File: src/common/btw_map.svh
// Constant map of the board timer and watchdog unit.
`ifndef BTW_MAP_SVH
`define BTW_MAP_SVH

// ----------------------------------------------------------------------
// Widths
// ----------------------------------------------------------------------
`define BTW_T01_CW   24
`define BTW_T01_PW   5
`define BTW_T2_CW    8
`define BTW_T2_DW    8
`define BTW_LVL_W    3
`define BTW_VEC_W    8
`define BTW_NCH      3

// ----------------------------------------------------------------------
// Vector increments per source and reset values
// ----------------------------------------------------------------------
`define BTW_INC_T0   8'h00
`define BTW_INC_T1   8'h01
`define BTW_INC_T2   8'h02
`define BTW_RST_VEC  8'h00
`define BTW_LVL_NONE 3'h0
`define BTW_RST_SEL  2'h0

`endif

File: src/common/btw_pkg.sv
// Types shared by the board timer and watchdog unit.
`include "btw_map.svh"

package btw_pkg;

    // ------------------------------------------------------------------
    // State of the top level: pending flags, watchdog failure, arbiter.
    // ------------------------------------------------------------------
    typedef struct packed {
        logic [`BTW_NCH-1:0]   pend;  // Sticky interrupt request per timer.
        logic                  fail;  // Watchdog failure line is driven.
        logic [`BTW_LVL_W-1:0] lvl;   // Level presented to the processor.
        logic [`BTW_VEC_W-1:0] vec;   // Vector presented with that level.
        logic [1:0]            sel;   // Source behind the presented level.
    } btw_top_st_t;

endpackage

File: src/hw/btw_chan.sv
// One timer channel: programmable prescaler feeding a down counter.
`timescale 1ns/1ps

module btw_chan #(
    parameter int CW = 24,
    parameter int PW = 5
) (
    input  wire logic          sys_clk_in,
    input  wire logic          rst_b_in,
    input  wire logic          ce_in,
    input  wire logic          en_in,       // Counting allowed.
    input  wire logic          periodic_in, // Reload at expiry, else stop.
    input  wire logic [PW-1:0] pre_in,      // Tick every pre_in+1 clocks.
    input  wire logic [CW-1:0] reload_in,   // Period is reload_in+1 ticks.
    input  wire logic          restart_in,  // Reload and arm the counter.
    output logic               expire_out,  // One-cycle expiry pulse.
    output logic               expired_out, // Stopped at zero after expiry.
    output logic [CW-1:0]      count_out
);

    // ------------------------------------------------------------------
    // State
    // ------------------------------------------------------------------
    typedef struct packed {
        logic [PW-1:0] pre;   // Prescaler down count.
        logic [CW-1:0] cnt;   // Main down count.
        logic          expd;  // Stopped; needs a restart.
        logic          pulse; // Expiry seen on the last tick.
    } btw_chan_st_t;

    btw_chan_st_t st_ff;      // Registered state.
    btw_chan_st_t nxt_st;     // Next state.
    logic         tick;       // Prescaler wraps this cycle.

    assign expire_out  = st_ff.pulse;
    assign expired_out = st_ff.expd;
    assign count_out   = st_ff.cnt;

    // Disabling freezes both counts but never touches the settings.
    always_comb begin
        nxt_st       = st_ff;
        nxt_st.pulse = 1'b0;
        tick         = en_in && (st_ff.pre == '0);
        if (restart_in) begin
            // A restart also realigns the prescaler for an exact period.
            nxt_st.pre  = pre_in;
            nxt_st.cnt  = reload_in;
            nxt_st.expd = 1'b0;
        end else if (en_in) begin
            nxt_st.pre = tick ? pre_in : st_ff.pre - 1'b1;
            if (tick && !st_ff.expd) begin
                if (st_ff.cnt == '0) begin
                    nxt_st.pulse = 1'b1;
                    if (periodic_in) begin
                        nxt_st.cnt = reload_in;
                    end else begin
                        nxt_st.expd = 1'b1;
                    end
                end else begin
                    nxt_st.cnt = st_ff.cnt - 1'b1;
                end
            end
        end
    end

    // Reset leaves the channel stopped, so nothing fires before it is armed.
    always_ff @(posedge sys_clk_in or negedge rst_b_in) begin
        if (!rst_b_in) begin
            st_ff <= '{pre: '0, cnt: '0, expd: 1'b1, pulse: 1'b0};
        end else if (ce_in) begin
            st_ff <= nxt_st;
        end
    end
endmodule

File: src/hw/btw_top.sv
// Top of the board timer and watchdog unit: three timers and interrupt logic.
`timescale 1ns/1ps
`include "btw_map.svh"

// What this block does
// Three timers, each interrupting at level 1-7
// Timers 0,1: 24-bit with 5-bit prescaler
// Timer 2: 8-bit with programmable source divider
// Timer 2 expiry interrupts and drives SYSFAIL*
// Unrestarted watchdog asserts SYSFAIL* on backplane
// Every timer: watchdog or periodic interrupts
// Vector is base plus fixed source increment
// Pending until cleared; disable keeps settings
module btw_top (
    input  wire logic                  sys_clk_in,
    input  wire logic                  rst_b_in,
    input  wire logic                  ce_in,
    input  wire logic                  t0_en_in,
    input  wire logic                  t0_periodic_in,
    input  wire logic [`BTW_T01_PW-1:0] t0_pre_in,
    input  wire logic [`BTW_T01_CW-1:0] t0_reload_in,
    input  wire logic                  t0_restart_in,
    input  wire logic [`BTW_LVL_W-1:0] t0_level_in,
    input  wire logic                  t1_en_in,
    input  wire logic                  t1_periodic_in,
    input  wire logic [`BTW_T01_PW-1:0] t1_pre_in,
    input  wire logic [`BTW_T01_CW-1:0] t1_reload_in,
    input  wire logic                  t1_restart_in,
    input  wire logic [`BTW_LVL_W-1:0] t1_level_in,
    input  wire logic                  t2_en_in,
    input  wire logic                  t2_periodic_in,
    input  wire logic [`BTW_T2_DW-1:0] t2_div_in,
    input  wire logic [`BTW_T2_CW-1:0] t2_reload_in,
    input  wire logic                  t2_restart_in,
    input  wire logic [`BTW_LVL_W-1:0] t2_level_in,
    input  wire logic                  wd_fail_en_in,
    input  wire logic [`BTW_VEC_W-1:0] base_vec_in,
    input  wire logic [`BTW_NCH-1:0]   tmr_clear_in,
    input  wire logic                  iack_in,
    output logic [`BTW_LVL_W-1:0]      irq_level_out,
    output logic [`BTW_VEC_W-1:0]      irq_vector_out,
    output logic [`BTW_NCH-1:0]        irq_pend_out,
    output logic [`BTW_T01_CW-1:0]     t0_count_out,
    output logic [`BTW_T01_CW-1:0]     t1_count_out,
    output logic [`BTW_T2_CW-1:0]      t2_count_out,
    output logic                       t2_expired_out,
    output logic                       sysfail_out,
    output logic                       sysfail_oe_out
);

    // ------------------------------------------------------------------
    // Declarations
    // ------------------------------------------------------------------
    btw_pkg::btw_top_st_t st_ff;                        // Registered state.
    btw_pkg::btw_top_st_t nxt_st;                       // Next state.
    logic [`BTW_NCH-1:0]                  exp;          // Expiry pulses.
    logic [`BTW_NCH-1:0][`BTW_LVL_W-1:0]  lvl;          // Level per timer.
    logic [`BTW_LVL_W-1:0]                win_lvl;      // Arbiter winner level.
    logic [1:0]                           win_sel;      // Arbiter winner index.
    logic                                 clr;          // Clear for one timer.

    // The increment of each source is fixed; software only moves the base.
    function automatic logic [`BTW_VEC_W-1:0] btw_inc(input logic [1:0] s);
        case (s)
            2'h0:    btw_inc = `BTW_INC_T0;
            2'h1:    btw_inc = `BTW_INC_T1;
            default: btw_inc = `BTW_INC_T2;
        endcase
    endfunction

    // ------------------------------------------------------------------
    // Timer channels
    // ------------------------------------------------------------------
    btw_chan #(.CW(`BTW_T01_CW), .PW(`BTW_T01_PW)) u_t0 (
        .sys_clk_in  (sys_clk_in),
        .rst_b_in    (rst_b_in),
        .ce_in       (ce_in),
        .en_in       (t0_en_in),
        .periodic_in (t0_periodic_in),
        .pre_in      (t0_pre_in),
        .reload_in   (t0_reload_in),
        .restart_in  (t0_restart_in),
        .expire_out  (exp[0]),
        .expired_out (),
        .count_out   (t0_count_out)
    );

    btw_chan #(.CW(`BTW_T01_CW), .PW(`BTW_T01_PW)) u_t1 (
        .sys_clk_in  (sys_clk_in),
        .rst_b_in    (rst_b_in),
        .ce_in       (ce_in),
        .en_in       (t1_en_in),
        .periodic_in (t1_periodic_in),
        .pre_in      (t1_pre_in),
        .reload_in   (t1_reload_in),
        .restart_in  (t1_restart_in),
        .expire_out  (exp[1]),
        .expired_out (),
        .count_out   (t1_count_out)
    );

    // The third timer's divider plays the prescaler role at its own width.
    btw_chan #(.CW(`BTW_T2_CW), .PW(`BTW_T2_DW)) u_t2 (
        .sys_clk_in  (sys_clk_in),
        .rst_b_in    (rst_b_in),
        .ce_in       (ce_in),
        .en_in       (t2_en_in),
        .periodic_in (t2_periodic_in),
        .pre_in      (t2_div_in),
        .reload_in   (t2_reload_in),
        .restart_in  (t2_restart_in),
        .expire_out  (exp[2]),
        .expired_out (t2_expired_out),
        .count_out   (t2_count_out)
    );

    // ------------------------------------------------------------------
    // Outputs
    // ------------------------------------------------------------------
    assign lvl            = {t2_level_in, t1_level_in, t0_level_in};
    assign irq_level_out  = st_ff.lvl;
    assign irq_vector_out = st_ff.vec;
    assign irq_pend_out   = st_ff.pend;
    // The backplane line is open drain: it is only ever pulled low.
    assign sysfail_out    = 1'b0;
    assign sysfail_oe_out = st_ff.fail;

    // ------------------------------------------------------------------
    // Pending flags, arbiter, vector and watchdog failure
    // ------------------------------------------------------------------
    // Level zero means the source is masked; ties go to the lower timer.
    always_comb begin
        nxt_st  = st_ff;
        win_lvl = `BTW_LVL_NONE;
        win_sel = `BTW_RST_SEL;
        clr     = 1'b0;
        for (int i = 0; i < `BTW_NCH; i++) begin
            if (st_ff.pend[i] && lvl[i] > win_lvl) begin
                win_lvl = lvl[i];
                win_sel = 2'(i);
            end
        end
        for (int i = 0; i < `BTW_NCH; i++) begin
            // Acknowledge clears the source that was presented.
            clr = tmr_clear_in[i] ||
                  (iack_in && st_ff.lvl != `BTW_LVL_NONE && st_ff.sel == 2'(i));
            // A new expiry beats a clear in the same cycle.
            nxt_st.pend[i] = exp[i] | (st_ff.pend[i] & ~clr);
        end
        nxt_st.lvl = win_lvl;
        nxt_st.sel = win_sel;
        nxt_st.vec = base_vec_in + btw_inc(win_sel);
        // The failure line holds until the watchdog is restarted.
        if (t2_restart_in) begin
            nxt_st.fail = 1'b0;
        end
        if (exp[2] && wd_fail_en_in) begin
            nxt_st.fail = 1'b1;
        end
    end

    // The clock enable freezes every flag and the presented request.
    always_ff @(posedge sys_clk_in or negedge rst_b_in) begin
        if (!rst_b_in) begin
            st_ff <= '{pend: '0, fail: 1'b0, lvl: `BTW_LVL_NONE,
                       vec: `BTW_RST_VEC, sel: `BTW_RST_SEL};
        end else if (ce_in) begin
            st_ff <= nxt_st;
        end
    end
endmodule

File: config.mk
export PLATFORM = sky130hd
export DESIGN_NAME = btw_top
export DESIGN_NICKNAME = d
export VERILOG_FILES = /design/src/common/btw_pkg.sv /design/src/hw/btw_chan.sv /design/src/hw/btw_top.sv
export VERILOG_INCLUDE_DIRS = /design/src /design/src/common
export SDC_FILE = /design/constraint.sdc
export NUM_CORES = 1
export LEC_CHECK = 0
export ABC_CLOCK_PERIOD_IN_PS = 7800
export BUFFER_PORTS_ARGS = -buffer_cell sky130_fd_sc_hd__buf_2
export CAP_MARGIN = 10
export CORE_MARGIN = 2
export CORE_UTILIZATION = 58
export DETAILED_ROUTE_END_ITERATION = 10
export GPL_TIMING_DRIVEN = 0
export PLACE_DENSITY = 0.87
export SKIP_LAST_GASP = 1
export SYNTH_ARGS = -nofsm -noshare
export SYNTH_HDL_FRONTEND = slang
export SYNTH_SLANG_ARGS = --single-unit
File: constraint.sdc
create_clock -name sys_clk_in -period 7.8 [get_ports sys_clk_in]
set_input_delay 1.17 -clock sys_clk_in [delete_from_list [all_inputs] [get_ports sys_clk_in]]
set_output_delay 1.17 -clock sys_clk_in [all_outputs]
set_load 0.02 [all_outputs]
==> run_results.csv, run 1 <==
group,metric,value,unit
outcome,status,"finished clean",
detailed_routing,route.antenna.remaining_nets,0,
clock_network,clkLatencyLatePin,0.35,ns
clock_network,post-cts-setup-buffer-count,0,
timing,setup_viol,0,
detailed_routing,routed_wl,18.18,mm
timing,report.final.hold_viol_count,0,
pwr,power.share.combinational,0.314,
placed_design,hpwl,13.41,mm
clock_network,htree_num_levels,3,
timing,final_period_minus_worst_setup_slack,4.529,ns
logic_synthesis,netlist.top_cell.by_area,"dfrtp_1",
logic_synthesis,mappedNetlistArea,6658,µm²
pwr,vdd_ir_drop_max,0.1350,mV
floorplanning,die_area,12350,µm²
worst_setup_path,worst_ep_arrival_time,4.80,ns
floorplanning,placementRows,39,
grt,grt_start_max_net_pins,55,
logic_synthesis,synth_top_cells_by_count,"dfrtp_1, nor2_1, buf_4, o21ai_1, a21oi_1",
detailed_routing,post_drt_via_cell_ratio,5.951,
logic_synthesis,syn_nets,911,
worst_setup_path,worst_path_dominant_cell_family,"adder cells",
detailed_routing,remaining_drc_errors,0,
grt,initial_antenna_violation_count,1,
layout,layout-drive-gt1-share,0.3364,
timing,rsz0062_at_grt,"false",
detailed_routing,vias,6713,
clock_network,clock_path_buffers,2,
layout,area_growth,20.92,%
clock_network,clock-sinks,97,
pwr,cellInternalPower,1.021,mW
detailed_routing,drtPass1Iterations,5,
placed_design,preCtsSetupSlack,2.934,ns
floorplanning,chipWidth,111.1,µm
pwr,power.clock.fraction,0.274,
logic_synthesis,yosys.cell_count.top_type,"dfrtp_1",
detailed_routing,avgRoutedWirePerCell,16.12,µm
pwr,report.power.total,1.579,mW
worst_setup_path,cell_by_cell_trace_of_the_critical_path,"buf_2, nand2_1, ha_1, nor2b_1, o21ai_0, a21oi_1, mux2_2, ha_1, nor2b_1, o21ai_0, a21o_1, and2_1, ha_1, inv_1, fa_1, nor2b_1, nand4_1, xor2_1, a21oi_1",
grt,grt_util_all_layers,0.2868,
logic_synthesis,dominantRegCellSynth,"dfrtp_1",
clock_network,cts_hold_buf,0,
clock_network,cts_resized,0,
timing,fin_worst_skew,0.005388,ns
layout,nFillCells,937,
logic_synthesis,ys.warnings.count,0,
worst_setup_path,cp_max_stage_cell,"mux2_2",
job,cap_violations,0,
pwr,leakage,3.868,nW
logic_synthesis,syn_avg_cell_area,8.449,µm²
placed_design,placement.io_buffers,179,
worst_setup_path,timing.critical_path.required,8.07,ns
floorplanning,core-area,11320,µm²
timing,relSlewSlack,0.5068,
timing,final_critical_path_setup_slack,3.271,ns
floorplanning,ioPinCount,181,
detailed_routing,drt_iter0_markers,537,
clock_network,cts-root-buf,"clkbuf_16",
layout,fin_nets,1102,
worst_setup_path,crit_fanout,8,
logic_synthesis,synth-edff-count,0,
timing,worstMarginPinSlew,0.7331,ns
pwr,p_switching,0.5577,mW
clock_network,cts-buffers-inserted,9,
floorplanning,starting_density_of_the_core,0.5881,
clock_network,clkTransAtPathRegs,0.06,ns
logic_synthesis,synth_seq_cells,97,
worst_setup_path,crit_start_category,"primary input",
pwr,sequentialPowerShare,0.411,
worst_setup_path,worst_setup_path_end_kind,"flop",
worst_setup_path,max_stage_delay,0.40,ns
logic_synthesis,cells_after_synthesis,788,
logic_synthesis,synth_cell_type_count,74,
timing,report.final.slew_viol_count,0,
logic_synthesis,synth.top_cell.area_share,0.3533,
pwr,power-per-cell-area,196.1,nW/µm²
worst_setup_path,critical_path.n_buffers_inverters,2,
clock_network,tritoncts,"done",
pwr,power.share.switching,0.3532,
placed_design,gp_congestion,0.9269,
logic_synthesis,postSynth.asyncResetShare,1.000,
logic_synthesis,ys_top_cells_by_area,"dfrtp_1, buf_4, nor2_1",
grt,gr-total-overflow,0,
timing,timing.final.crit_share,0.5806,
timing,timing.setup.tns,0,ns
worst_setup_path,timing.setup.critical_path_class,"primary input to flop",
grt,grt_first_pass_wirelength,29.21,mm
grt,grt_pass1_vias,6112,
floorplanning,dieHeight,111.1,µm
logic_synthesis,synth-seq-area-share,0.3652,
min_path,hp-class,"flop to flop",
timing,fmax,0.2208,GHz
[state kept, by name, indices dropped and copies added, names as in the netlist]
register,count
u_t1.st_ff,5
u_t1.expired_out,1
u_t1.count_out,24
u_t2.count_out,8
irq_level_out,3
u_t0.expired_out,1
st_ff,2
u_t0.expire_out,1
u_t1.expire_out,1
u_t0.st_ff,5
u_t2.st_ff,8
sysfail_oe_out,1
u_t2.expired_out,1
irq_vector_out,8
u_t2.expire_out,1
irq_pend_out,3
u_t0.count_out,24
[cells in the final DEF, fill, tap and decap left out, types with 5 or more instances in the layout]
master	instances
and3_1	5
inv_1	42
nor3b_1	5
ha_1	14
nand4_1	8
clkbuf_16	9
nand3_1	9
nor4_1	15
or3_1	5
a21oi_2	7
dfrtp_1	94
a32oi_1	17
nor2b_1	5
buf_4	75
a22oi_1	14
nor3_1	27
buf_2	193
o21ai_1	64
clkbuf_1	8
nor2_1	88
o31ai_1	6
a31oi_1	13
o22ai_1	6
mux2_2	9
a21o_1	6
a211oi_1	10
nor3_2	7
nand2_1	31
a21oi_1	61
o21ai_0	46
[worst reg2reg max path, cell delays in order (launching register included)]
cell,delay (ns)
dfrtp_1,0.45
nand2_1,0.10
ha_1,0.29
nor2b_1,0.12
o21ai_0,0.08
a21oi_1,0.35
mux2_2,0.40
ha_1,0.29
nor2b_1,0.13
o21ai_0,0.13
a21o_1,0.28
and2_1,0.20
ha_1,0.18
inv_1,0.06
fa_1,0.40
nor2b_1,0.18
nand4_1,0.13
xor2_1,0.15
a21oi_1,0.13
[path summary, 6_finish.rpt]
path                                          startpoint                             to  slack, ns  cells after the start
setup / recovery                          t0_level_in[1]  irq_vector_out[6]$_DFFE_PN0P_       3.27                     19
setup reg to reg             irq_pend_out[0]$_DFFE_PN0P_  irq_vector_out[6]$_DFFE_PN0P_       3.68                     18
max in group asynchronous                       rst_b_in   u_t0.expired_out$_DFFE_PN1P_       6.26                      2
hold reg to reg            irq_vector_out[0]$_DFFE_PN0P_  irq_vector_out[0]$_DFFE_PN0P_       0.51                      1
min in group asynchronous                       rst_b_in  u_t2.count_out[1]$_DFFE_PN0P_       0.83                      1
hold / removal             irq_vector_out[0]$_DFFE_PN0P_  irq_vector_out[0]$_DFFE_PN0P_       0.51                      1
[cell families after synthesis]
family                     Yosys count  synth area share
DFF                                 97            0.3652
xor gates and xnor gates             7          0.009209
buffers and inverters              142            0.1259
and+or+nand+nor                    235            0.1909
adders and majority gates           15           0.02932
other                                1         0.0005633
muxes                               11           0.01823
AOI/OAI and AO/OA                  280            0.2607
[power groups by stage]
| stage | logic (mW) | registers (mW) | clock network [mW] |
|---|---|---|---|
| 2_1_floorplan | 0.355 | 0.634 | 0 |
| 3_3_place_gp | 0.482 | 0.653 | 0 |
| 3_5_place_dp | 0.492 | 0.655 | 0 |
| 4_1_cts | 0.496 | 0.647 | 0.437 |
| 5_1_grt | 0.542 | 0.659 | 0.460 |
| 6_report | 0.496 | 0.649 | 0.433 |
[stage by stage]
stage	utilization	hold slack (ns)	area, µm²	std cells
detailed placement	0.6857	0.5057	7762	1111
global route	0.7111	0.5418	8050	1128
finish	0.7111	0.5139	8050	1128
global placement	0.6830	0.4883	7732	1110
floorplan	-	0.4615	6658	788
CTS	0.7109	0.5183	8048	1127
[routing by layer]
metal,GRT usage,share of wire,vias up
met5,0,0,-
met4,0.1045,0.020,0
met3,0.04101,0.067,33
met2,0.4834,0.49,313
met1,0.3786,0.42,3159
li1,-,-,3208
[area by class of cell]
type / count / area [µm²] / share of cell area
diodes: 1 / 2.502 / 0.0003108
plain buffers: 99 / 676.9 / 0.08408
clock buffers: 13 / 270.3 / 0.03357
clock inverters: 3 / 15.01 / 0.001865
inverters: 43 / 161.4 / 0.02005
multi-input cells: 549 / 3388 / 0.4209
flip-flops and latches: 97 / 2431 / 0.3020
well taps: 143 / 178.9 / 0.02223
repair buffers: 180 / 925.9 / 0.1150
No activity file was read; power rests on OpenSTA's default activity.
==> inputs of run 2 (changes only) <==
ABC_AREA = 1   (was unset)
ABC_CLOCK_PERIOD_IN_PS = 4200   (was 7800)
CORE_UTILIZATION = 55   (was 58)
PLACE_DENSITY = 0.82   (was 0.87)
clock period = 4.2 ns   (was 7.8 ns; I/O delays follow)
==> run 2 against run 1 <==
Net effect: clock-buffer cell count fell by 4; synthesized cell count rose by 47%; global-route usage fell by 0.50 points; via count rose by 19%; wire length rose by 13%; largest power group is now combinational cells; sequential share of layout area fell by 3.2 points; critical endpoint unchanged; core utilization fell by 3.6 points; non-clock buffer count rose by 1; power rose by 110%; final cell count rose by 35%; clock skew rose by 0.0026 ns; cell area rose by 12%.
==> run_results.csv, run 2 <==
group,metric,value,unit
outcome,status,"finished clean",
clock_network,htree_num_levels,3,
logic_synthesis,syn_nets,1280,
grt,grt_pass1_vias,7266,
grt,grt_start_max_net_pins,63,
timing,timing.final.crit_share,0.9065,
logic_synthesis,dominantRegCellSynth,"dfrtp_1",
detailed_routing,vias,8012,
logic_synthesis,synth-seq-area-share,0.3206,
placed_design,numPlacedInstances,1512,
job,cap_violations,0,
detailed_routing,post_drt_via_cell_ratio,5.243,
logic_synthesis,ys_top_cells_by_area,"dfrtp_1, nand2_1, buf_4",
detailed_routing,route.antenna.remaining_nets,0,
clock_network,clock-sinks,97,
layout,seq_area,2432,µm²
logic_synthesis,cells_after_synthesis,1157,
logic_synthesis,yosys.cell_count.top_type,"nand2_1",
timing,report.final.slew_viol_count,0,
pwr,leakage,5.039,nW
layout,design_area,9015,µm²
timing,worstMarginPinSlew,0.6067,ns
layout,area_growth,18.87,%
pwr,power-per-cell-area,362.1,nW/µm²
clock_network,cts-buffers-inserted,9,
floorplanning,starting_density_of_the_core,0.5681,
worst_setup_path,reg2reg_depth,23,
clock_network,clock_path_buffers,2,
layout,layoutNonFillerInstCount,1528,
detailed_routing,drt_iter0_markers,634,
layout,antenna_cells,0,
worst_setup_path,crit-reg2reg-capture,"irq_vector_out[6]$_DFFE_PN0P_",
clock_network,clkLatencyLatePin,0.36,ns
layout,multi_input_area,3964,µm²
timing,final_period_minus_worst_setup_slack,3.807,ns
floorplanning,chipWidth,121.4,µm
timing,fmax,0.2626,GHz
pwr,report.power.total,3.264,mW
logic_synthesis,netlist.top_cell.by_area,"dfrtp_1",
placed_design,hpwl,15.73,mm
clock_network,cts-root-buf,"clkbuf_16",
placed_design,postPlaceCellArea,8725,µm²
logic_synthesis,postSynth.asyncResetShare,1.000,
timing,fin_worst_skew,0.008033,ns
logic_synthesis,synth_cell_type_count,43,
logic_synthesis,ys.warnings.count,0,
timing,report.final.hold_viol_count,0,
clock_network,tritoncts,"done",
grt,initial_antenna_violation_count,0,
clock_network,post-cts-setup-buffer-count,0,
detailed_routing,routed_wl,20.58,mm
logic_synthesis,synth_top_cells_by_count,"nand2_1, nor2_1, inv_1, nand3_1, dfrtp_1",
floorplanning,dieHeight,121.4,µm
layout,nFillCells,1282,
detailed_routing,remaining_drc_errors,0,
logic_synthesis,synth.top_cell.area_share,0.3102,
pwr,vdd_ir_drop_max,0.1973,mV
worst_setup_path,regToRegStartpoint,"irq_pend_out[0]$_DFFE_PN0P_",
detailed_routing,avgRoutedWirePerCell,13.47,µm
layout,layout_commonest_cell,"nand2_1",
logic_synthesis,syn_avg_cell_area,6.554,µm²
placed_design,preCtsSetupSlack,0.03713,ns
placed_design,gp_congestion,0.9292,
worst_setup_path,worst_ep_arrival_time,4.09,ns
layout,fin_nets,1470,
grt,grt_util_all_layers,0.2818,
timing,timing.setup.tns,0,ns
worst_setup_path,crit_start_category,"flop",
layout,fin_util,0.6754,
grt,grt_first_pass_wirelength,33.42,mm
timing,fin_worst_hold_slack,0.2300,ns
placed_design,placement.io_buffers,178,
min_path,hp-class,"primary input to asynchronous set/reset pin",
grt,gr-total-overflow,0,
layout,layout_common_cells,"nand2_1, buf_2, nor2_1, inv_1, nand3_1",
floorplanning,ioPinCount,181,
worst_setup_path,regToRegSetupSlack,0.39,ns
worst_setup_path,timing.critical_path.required,4.48,ns
worst_setup_path,worst_setup_path_end_kind,"flop",
logic_synthesis,synth-edff-count,0,
timing,final_critical_path_setup_slack,0.3925,ns
timing,setup_viol,0,
floorplanning,placementRows,42,
layout,layout-drive-gt1-share,0.2463,
logic_synthesis,synth_seq_cells,97,
timing,relSlewSlack,0.5955,
worst_setup_path,crit_fanout,7,
clock_network,clkTransAtPathRegs,0.08,ns
floorplanning,core-area,13350,µm²
detailed_routing,drtPass1Iterations,5,
floorplanning,die_area,14740,µm²
worst_setup_path,timing.setup.critical_path_class,"flop to flop",
logic_synthesis,mappedNetlistArea,7584,µm²
[run 2: cell families (layout without fill, tap and decap cells)]
logic type / count (synthesis) / in the layout / synth area share
adder cells (fa/ha/maj): 15 / 15 / 0.02574
other: 1 / 1 / 0.0004945
AND/OR/NAND/NOR: 645 / 645 / 0.3641
flip-flops: 97 / 97 / 0.3206
XOR/XNOR: 19 / 19 / 0.02194
AO/OA/AOI/OAI: 147 / 147 / 0.1097
buffers and inverters: 233 / 428 / 0.1574
[run 2: worst max-delay path, stage by stage, from the launching register on]
cell and delay [ns]:
dfrtp_2 0.41, nand3_1 0.13, ha_1 0.31, nand2_1 0.05, o21ai_0 0.23, nand3_2 0.18
nand2_1 0.10, o21a_1 0.14, inv_1 0.04, ha_1 0.29, a21oi_1 0.14, o21ai_0 0.09
nand3_1 0.12, inv_1 0.12, nor2_1 0.15, ha_1 0.20, inv_1 0.06, fa_1 0.35
inv_1 0.09, nand3_1 0.10, nor2_1 0.10, nand2_1 0.06, xor2_1 0.13, o21ai_0 0.13
[run 2: repair_timing]
action,in CTS,in global routing
setup endpoints to repair,0,1
hold endpoints to repair,0,0
resized for setup,0,2
hold buffers,0,0
[run 2: how the worst max path moves through the flow]
stage | slack, ns | startpoint | end
after floorplan | 0.51 | t0_level_in[1] | irq_vector_out[6]$_DFFE_PN0P_
after global placement | 0.12 | t0_level_in[0] | irq_vector_out[6]$_DFFE_PN0P_
after detailed placement | 0.04 | t0_level_in[1] | irq_vector_out[6]$_DFFE_PN0P_
after CTS | 0.36 | irq_pend_out[0]$_DFFE_PN0P_ | irq_vector_out[6]$_DFFE_PN0P_
after global routing | -0.02 | irq_pend_out[0]$_DFFE_PN0P_ | irq_vector_out[6]$_DFFE_PN0P_
final | 0.39 | irq_pend_out[0]$_DFFE_PN0P_ | irq_vector_out[6]$_DFFE_PN0P_
[run 2: metal layers]
metal	up-vias	part of all wire	track usage
met5	-	0	0
met3	28	0.062	0.03806
met4	0	0.018	0.09052
met1	3674	0.43	0.3660
li1	4033	-	-
met2	277	0.49	0.4856
[run 2: cell type report]
type	count	area share
buffer	101	0.07745
clock buffer	9	0.02498
clock inverter	7	0.006523
inverter	132	0.05496
multi-input combinational	827	0.4397
sequential	97	0.2698
tap	176	0.02443
timing repair buffer	179	0.1022
[run 2: power by group]
part	total (mW)	internal [mW]	switching, mW	leakage [nW]
clock	0.823	0.414	0.409	0.139
sequential	1.19	1.05	0.138	1.24
combinational	1.25	0.486	0.763	3.66
